<file path="config.mk">
export PLATFORM = sky130hd
export DESIGN_NAME = ine_core
export DESIGN_NICKNAME = d
export VERILOG_FILES = /design/src/ine_stack.v /design/src/ine_core.v
export VERILOG_INCLUDE_DIRS = /design/src
export SDC_FILE = /design/constraint.sdc
export NUM_CORES = 1
export LEC_CHECK = 0
export BUFFER_PORTS_ARGS = -buffer_cell sky130_fd_sc_hd__buf_2
export CAP_MARGIN = 15
export CORE_AREA = 2 2 131 133
export CTS_CLUSTER_SIZE = 12
export DETAILED_ROUTE_END_ITERATION = 10
export DIE_AREA = 0 0 133 135
export SLEW_MARGIN = 20
export SYNTH_ARGS = -nofsm -noshare
export SYNTH_HDL_FRONTEND = slang
export SYNTH_HIERARCHICAL = 1
export SYNTH_SLANG_ARGS = --single-unit
</file>
<file path="constraint.sdc">
create_clock -name clk_in -period 3.7 [get_ports clk_in]
set_clock_uncertainty 0.1 [all_clocks]
set_input_delay 0.74 -clock clk_in [delete_from_list [all_inputs] [get_ports clk_in]]
set_output_delay 0.74 -clock clk_in [all_outputs]
set_load 0.02 [all_outputs]
</file>
<file path="src/ine_regs.vh">
`ifndef INE_REGS_VH
`define INE_REGS_VH
`define INE_ENTRY_CYCLES 4'd9
`define INE_MAX_LATENCY 5'd30
`define INE_MAX_LATENCY_SHORT 5'd15
`define INE_DIV_CYCLES 5'd21
`define INE_LONG_CYCLES 5'd6
`define INE_VECTOR_TOP 16'hfffa
`define INE_NUM_REQ 4'd12
`define INE_LEVEL_NONE 2'h3
`define INE_LEVEL_MAIN 2'h3
`define INE_STACK_TOP 16'h027f
`define INE_CCR_LVL_HI 5
`define INE_CCR_LVL_LO 4
`define INE_CCR_IE 3
`define INE_CCR_RESET 8'h38
`endif

</file>
<file path="src/ine_stack.v">
`timescale 1ns/1ps
`include "ine_regs.vh"
// Stack pointer; pushes pre-decrement, pops post-increment so the stack grows down
module ine_stack #(
   parameter [15:0] TOP = `INE_STACK_TOP
) (
   input wire clk_in,
   input wire srst_in,
   input wire load_in,
   input wire [15:0] load_val_in,
   input wire push_in,
   input wire pop_in,
   output wire [15:0] addr_out,
   output wire [15:0] sp_out
);
   reg [15:0] sp_r;
   reg [15:0] sp_nxt;
   always @* begin
      sp_nxt = sp_r;
      if (load_in) begin
         sp_nxt = load_val_in;
      end else if (push_in) begin
         sp_nxt = sp_r - 16'h0001;
      end else if (pop_in) begin
         sp_nxt = sp_r + 16'h0001;
      end
   end
   always @(posedge clk_in) begin
      if (srst_in) begin
         sp_r <= TOP;
      end else begin
         sp_r <= sp_nxt;
      end
   end
   // Push writes below the current top; pop reads the current top
   assign addr_out = push_in ? (sp_r - 16'h0001) : sp_r;
   assign sp_out = sp_r;
endmodule

</file>
<file path="src/ine_core.v">
`timescale 1ns/1ps
`include "ine_regs.vh"
module ine_core #(
   parameter [15:0] STACK_TOP = `INE_STACK_TOP
) (
   input wire clk_in,
   input wire srst_in,
   input wire instr_last_in,
   input wire req_valid_in,
   input wire [1:0] req_level_in,
   input wire [3:0] req_index_in,
   input wire [15:0] pc_in,
   input wire [7:0] ccr_wr_data_in,
   input wire ccr_wr_in,
   input wire sp_wr_in,
   input wire [15:0] sp_wr_data_in,
   input wire call_in,
   input wire ret_in,
   input wire return_from_irq_op_in,
   input wire [7:0] mem_rd_data_in,
   output reg busy_out,
   output reg accept_out,
   output reg [7:0] condition_code_reg_out,
   output reg [15:0] pc_load_out,
   output reg pc_load_valid_out,
   output reg [15:0] mem_addr_out,
   output reg [7:0] mem_wr_data_out,
   output reg mem_wr_out,
   output reg mem_rd_out,
   output wire [15:0] sp_out
);
   localparam [5:0] ST_IDLE = 6'h01;
   localparam [5:0] ST_ENTRY = 6'h02;
   localparam [5:0] ST_RETURN_FROM_IRQ_OP = 6'h04;
   localparam [5:0] ST_CALL = 6'h08;
   localparam [5:0] ST_RET = 6'h10;
   localparam [5:0] ST_DONE = 6'h20;

   // Vector address of request n; upper byte first
   function [15:0] vec_addr;
      input [3:0] idx;
      begin
         vec_addr = `INE_VECTOR_TOP - {11'h000, idx, 1'b0};
      end
   endfunction

   reg [5:0] state_r;
   reg [3:0] cnt_r;
   reg [1:0] lvl_r;
   reg [15:0] vec_r;
   reg [15:0] pc_r;
   reg [7:0] tmp_r;
   reg push_w;
   reg pop_w;
   wire [15:0] stk_addr;
   wire [1:0] cur_lvl;
   wire take;

   assign cur_lvl = {condition_code_reg_out[`INE_CCR_LVL_HI], condition_code_reg_out[`INE_CCR_LVL_LO]};
   // Level 3 can never compare lower than a level field of 3 or anything; explicit guard kept
   assign take = state_r == ST_IDLE && instr_last_in && req_valid_in
      && req_level_in != `INE_LEVEL_NONE
      && req_level_in < cur_lvl && condition_code_reg_out[`INE_CCR_IE]
      && cur_lvl != 2'h0
      && req_index_in < `INE_NUM_REQ;

   always @* begin
      push_w = 1'b0;
      pop_w = 1'b0;
      case (state_r)
         ST_ENTRY: push_w = cnt_r < 4'd3;
         ST_CALL: push_w = cnt_r < 4'd2;
         ST_RETURN_FROM_IRQ_OP: pop_w = cnt_r < 4'd3;
         ST_RET: pop_w = cnt_r < 4'd2;
         default: begin
            push_w = 1'b0;
            pop_w = 1'b0;
         end
      endcase
   end

   ine_stack #(.TOP(STACK_TOP)) u_stack (
      .clk_in(clk_in),
      .srst_in(srst_in),
      .load_in(sp_wr_in),
      .load_val_in(sp_wr_data_in),
      .push_in(push_w),
      .pop_in(pop_w),
      .addr_out(stk_addr),
      .sp_out(sp_out)
   );

   always @(posedge clk_in) begin
      if (srst_in) begin
         state_r <= ST_IDLE;
         cnt_r <= 4'h0;
         lvl_r <= 2'h0;
         vec_r <= 16'h0000;
         pc_r <= 16'h0000;
         tmp_r <= 8'h00;
         busy_out <= 1'b0;
         accept_out <= 1'b0;
         condition_code_reg_out <= `INE_CCR_RESET;
         pc_load_out <= 16'h0000;
         pc_load_valid_out <= 1'b0;
         mem_addr_out <= 16'h0000;
         mem_wr_data_out <= 8'h00;
         mem_wr_out <= 1'b0;
         mem_rd_out <= 1'b0;
      end else begin
         accept_out <= 1'b0;
         pc_load_valid_out <= 1'b0;
         mem_wr_out <= push_w;
         mem_rd_out <= pop_w;
         if (push_w || pop_w) begin
            mem_addr_out <= stk_addr;
         end
         if (ccr_wr_in && state_r == ST_IDLE) begin
            condition_code_reg_out <= ccr_wr_data_in;
         end
         case (state_r)
            ST_IDLE: begin
               cnt_r <= 4'h0;
               pc_r <= pc_in;
               if (take) begin
                  state_r <= ST_ENTRY;
                  lvl_r <= req_level_in;
                  vec_r <= vec_addr(req_index_in);
                  accept_out <= 1'b1;
                  busy_out <= 1'b1;
               end else if (return_from_irq_op_in) begin
                  state_r <= ST_RETURN_FROM_IRQ_OP;
                  busy_out <= 1'b1;
               end else if (call_in) begin
                  state_r <= ST_CALL;
                  busy_out <= 1'b1;
               end else if (ret_in) begin
                  state_r <= ST_RET;
                  busy_out <= 1'b1;
               end
            end
            ST_ENTRY: begin
               cnt_r <= cnt_r + 4'h1;
               // PC low, PC high, then status; A and T are left alone
               case (cnt_r)
                  4'd0: mem_wr_data_out <= pc_r[7:0];
                  4'd1: mem_wr_data_out <= pc_r[15:8];
                  4'd2: mem_wr_data_out <= condition_code_reg_out;
                  default: mem_wr_data_out <= mem_wr_data_out;
               endcase
               if (cnt_r == 4'd3) begin
                  condition_code_reg_out[`INE_CCR_LVL_HI] <= lvl_r[1];
                  condition_code_reg_out[`INE_CCR_LVL_LO] <= lvl_r[0];
               end
               // Fixed entry length keeps latency at longest instruction plus nine
               if (cnt_r == `INE_ENTRY_CYCLES - 4'd1) begin
                  pc_load_out <= vec_r;
                  pc_load_valid_out <= 1'b1;
                  state_r <= ST_DONE;
               end
            end
            ST_CALL: begin
               cnt_r <= cnt_r + 4'h1;
               if (cnt_r == 4'd0) mem_wr_data_out <= pc_r[7:0];
               else if (cnt_r == 4'd1) mem_wr_data_out <= pc_r[15:8];
               else state_r <= ST_DONE;
            end
            ST_RETURN_FROM_IRQ_OP: begin
               cnt_r <= cnt_r + 4'h1;
               // Read data is taken while the read strobe stands
               if (cnt_r == 4'd1) condition_code_reg_out <= mem_rd_data_in;
               if (cnt_r == 4'd2) tmp_r <= mem_rd_data_in;
               if (cnt_r == 4'd3) begin
                  pc_load_out <= {tmp_r, mem_rd_data_in};
                  pc_load_valid_out <= 1'b1;
                  state_r <= ST_DONE;
               end
            end
            ST_RET: begin
               cnt_r <= cnt_r + 4'h1;
               if (cnt_r == 4'd1) tmp_r <= mem_rd_data_in;
               if (cnt_r == 4'd2) begin
                  pc_load_out <= {tmp_r, mem_rd_data_in};
                  pc_load_valid_out <= 1'b1;
                  state_r <= ST_DONE;
               end
            end
            ST_DONE: begin
               busy_out <= 1'b0;
               state_r <= ST_IDLE;
            end
            default: state_r <= ST_IDLE;
         endcase
      end
   end
endmodule

</file>
==> impl_metrics.py <==
metrics = {
    "clock_tree": {
        "ctsResizeCount": 0,
        "hold_buffers": 0,
        "h-tree-depth": 3,
        "clock_latency_ns": 0.36,
        "clk_pin_slew_ns": 0.08,
        "cts_root_buf": "clkbuf_16",
        "tritoncts": "done",
        "cts_setup_buffers": 0,
        "numCtsBuffers": 9,
        "clkSinkCount": 111,
        "clk_path_buf_depth": 2,
    },
    "yosys": {
        "ys_top_cells_by_count": "dfxtp_1, nor2_1, nand2_1",
        "netlist_area_mm2": 0.005690,
        "yosysSeqAreaShare": 0.3905,
        "yosysUniqueCellTypes": 69,
        "synth_top_area_cell": "dfxtp_1",
        "syn_inst": 670,
        "synth_flop_cell": "dfxtp_1",
        "synth.most_common_cell": "dfxtp_1",
        "async_flop_share": 0,
        "syn_area_per_cell_um2": 8.493,
        "synth_area_leaders": "dfxtp_1, mux2i_1, nor2_1",
        "ys_warn_count": 6,
        "synth_nets": 741,
        "ys_ff_latch": 111,
        "synth_edf_count": 0,
        "synth_top_area_share": 0.3905,
    },
    "floorplanning": {
        "die_area_mm2": 0.01796,
        "initial_utilization": 0.3468,
        "fp-row-count": 47,
        "io_pins": 132,
        "die_w_um": 133,
        "die_y_um": 135,
        "core_area_mm2": 0.01641,
    },
    "sta": {
        "min_period_ns": 2.958,
        "maxSlewHeadroom": 0.4072,
        "worst_slack_ns": 0.7423,
        "timing_hold_violations_final": 0,
        "drv_slew": 0,
        "tightestPinTransition_ns": 0.8865,
        "setup-tns-final_ns": 0,
        "rsz0062_at_grt": "false",
        "fmax_mhz": 338.1,
        "setup_viol": 0,
        "period_share": 0.7994,
    },
    "route": {
        "drt_iter0_markers": 375,
        "drt-pass1-iter-count": 6,
        "vias": 5173,
        "drc": 0,
        "finalWirelength_mm": 15.57,
        "wire_per_inst_um": 15.65,
        "postRouteAntennaNets": 0,
        "via_per_inst": 5.199,
    },
    "critical_path": {
        "end_kind": "register",
        "crit_fanout": 9,
        "crit_arrival_ns": 3.17,
        "critPathLaunchType": "register",
        "r2r_setup_slack_ns": 0.74,
        "worst-r2r-cell-count": 9,
        "crit_type": "register to register",
        "r2r_end": "u_stack/sp_out[10]",
        "worstPathRequired_ns": 3.91,
        "reg2reg_from": "state_r[0]",
    },
    "worst_hold_path": {
        "worstHoldEndpoint": "vec_r[5]",
        "hp-start": "vec_r[5]",
        "min_path_cells": 2,
        "hold_class": "register to register",
    },
    "power": {
        "switching_share": 0.3266,
        "combPwrFrac": 0.221,
        "p_clk_frac": 0.332,
        "p_per_area_mw_per_mm2": 467.9,
        "p_leak_nw": 2.678,
        "internal_power_mw": 2.125,
        "p_seq_frac": 0.447,
        "p_sw_mw": 1.031,
        "ir_worst_vdd_mv": 0.2502,
    },
    "outcome": {
        "status": "finished clean",
    },
    "global_route": {
        "gr-total-overflow": 0,
        "grt_max_degree": 56,
        "track_usage": 0.1733,
        "grt_first_pass_wirelength_mm": 24.89,
        "antenna_found_initial": 3,
        "grt_pass1_vias": 4722,
    },
    "run": {
        "maxCapViolCount": 0,
    },
    "placed_design": {
        "place_ws_ns": 0.8160,
        "port_buffers": 131,
        "placed_area_mm2": 0.006420,
        "routabilityCongestion": 0.8438,
        "hpwl_mm": 11.09,
    },
    "cells_and_area": {
        "fin_area_mm2": 0.006743,
        "drive_gt1_frac": 0.2303,
        "nets": 839,
        "area_growth_pct": 18.49,
    },
}
==> critical path: stages, from the launching register on <==
cell       delay, ns
dfxtp_1         0.38
nor4_1          0.39
nand2_1         0.30
o22ai_1         0.18
and2_1          0.21
inv_1           0.09
or3_4           0.43
or3_4           0.37
a2111oi_2       0.31
a311o_1         0.15
==> how the worst max path moves through the flow <==
stage | startpoint | end | slack, ns | depth (start not counted)
floorplan | state_r[4] | u_stack/sp_out[10] | 0.79 | 10
global placement | state_r[0] | u_stack/sp_out[10] | 0.87 | 9
detailed placement | state_r[0] | u_stack/sp_out[10] | 0.82 | 9
CTS | state_r[0] | u_stack/sp_out[10] | 0.78 | 9
global route | state_r[0] | u_stack/sp_out[10] | 0.50 | 9
finish | state_r[0] | u_stack/sp_out[10] | 0.74 | 9
==> layout make-up <==
cell class,count,area (um2)
fillers,1703,9664
multi-input cells,486,3122
flip-flops and latches,111,2222
repair buffers,140,725.7
well taps,220,275.3
clock buffers,10,239.0
clock inverters,6,78.83
inverters,20,75.07
diodes,2,5.005
==> cells by family after synthesis <==
logic type / after synthesis / share of synthesized area
AO/OA/AOI/OAI: 140 / 0.1766
XOR/XNOR: 31 / 0.04771
adder cells (fa/ha/maj): 8 / 0.01759
buffers and inverters: 73 / 0.06310
flip-flops: 111 / 0.3905
multiplexers: 41 / 0.07212
AND/OR/NAND/NOR: 266 / 0.2324
==> power groups by stage <==
stage,logic (mW),registers [mW],clock network (mW)
floorplan,0.482,1.46,0
detailed placement,0.699,1.44,0
CTS,0.701,1.41,1.08
finish,0.697,1.41,1.05
global placement,0.697,1.44,0
global route,0.772,1.43,1.12
==> metal layers <==
| layer | wire length [um] | vias to the layer above | GRT usage |
|---|---|---|---|
| met1 | 7068 | 2379 | 0.2267 |
| met3 | 1351 | 12 | 0.05556 |
| met2 | 7016 | 186 | 0.2801 |
| li1 | - | 2594 | - |
| met4 | 130 | 2 | 0.03883 |
| met5 | 7 | - | 0 |
==> per-stage QoR <==
stage            util  hold WS (ns)  instances  power, mW
5_1_grt        0.4108        0.3677        994      3.324
6_report       0.4110        0.3486        995      3.155
3_3_place_gp   0.3913        0.3332        977      2.134
3_5_place_dp   0.3913        0.3374        977      2.138
4_1_cts        0.4107        0.3491        993      3.190
2_1_floorplan       -        0.3249        670      1.941
==> layout by cell type (no fill, tap or decap), types with 3 or more instances in the layout <==
cell type / Yosys / routed
or2_2: 4 / 4
nor3b_1: 3 / 3
nand2b_1: 5 / 5
o211ai_1: 7 / 7
nand2_1: 65 / 65
a211oi_1: 28 / 28
a221oi_1: 3 / 3
nand3b_1: 5 / 5
mux2i_1: 41 / 41
dfxtp_1: 111 / 111
buf_4: 3 / 10
nor2b_1: 6 / 6
nand4_1: 7 / 7
xnor2_1: 20 / 20
and3_1: 5 / 5
nand3_1: 18 / 18
ha_1: 8 / 8
or3_1: 4 / 4
a31oi_1: 4 / 4
nor3_1: 23 / 23
nor2_1: 88 / 88
buf_2: 9 / 130
or4_4: 3 / 3
nor4_1: 9 / 8
clkbuf_16: 0 / 9
o21ai_0: 11 / 11
a21oi_1: 42 / 42
a222oi_1: 8 / 8
inv_1: 20 / 20
a22o_1: 8 / 8
o22ai_1: 6 / 6
xor2_1: 11 / 11
inv_6: 0 / 3
or4_1: 4 / 4
==> flip-flops by register name (all words and copies together) (netlist names), 2 cells and up <==
| register | flops |
|---|---|
| mem_addr_out | 16 |
| pc_load_out | 16 |
| pc_r | 16 |
| u_stack/sp_out | 16 |
| condition_code_reg_out | 8 |
| mem_wr_data_out | 8 |
| tmp_r | 8 |
| state_r | 6 |
| vec_r | 6 |
| cnt_r | 4 |
| lvl_r | 2 |
(Power assumes the default switching activity.)
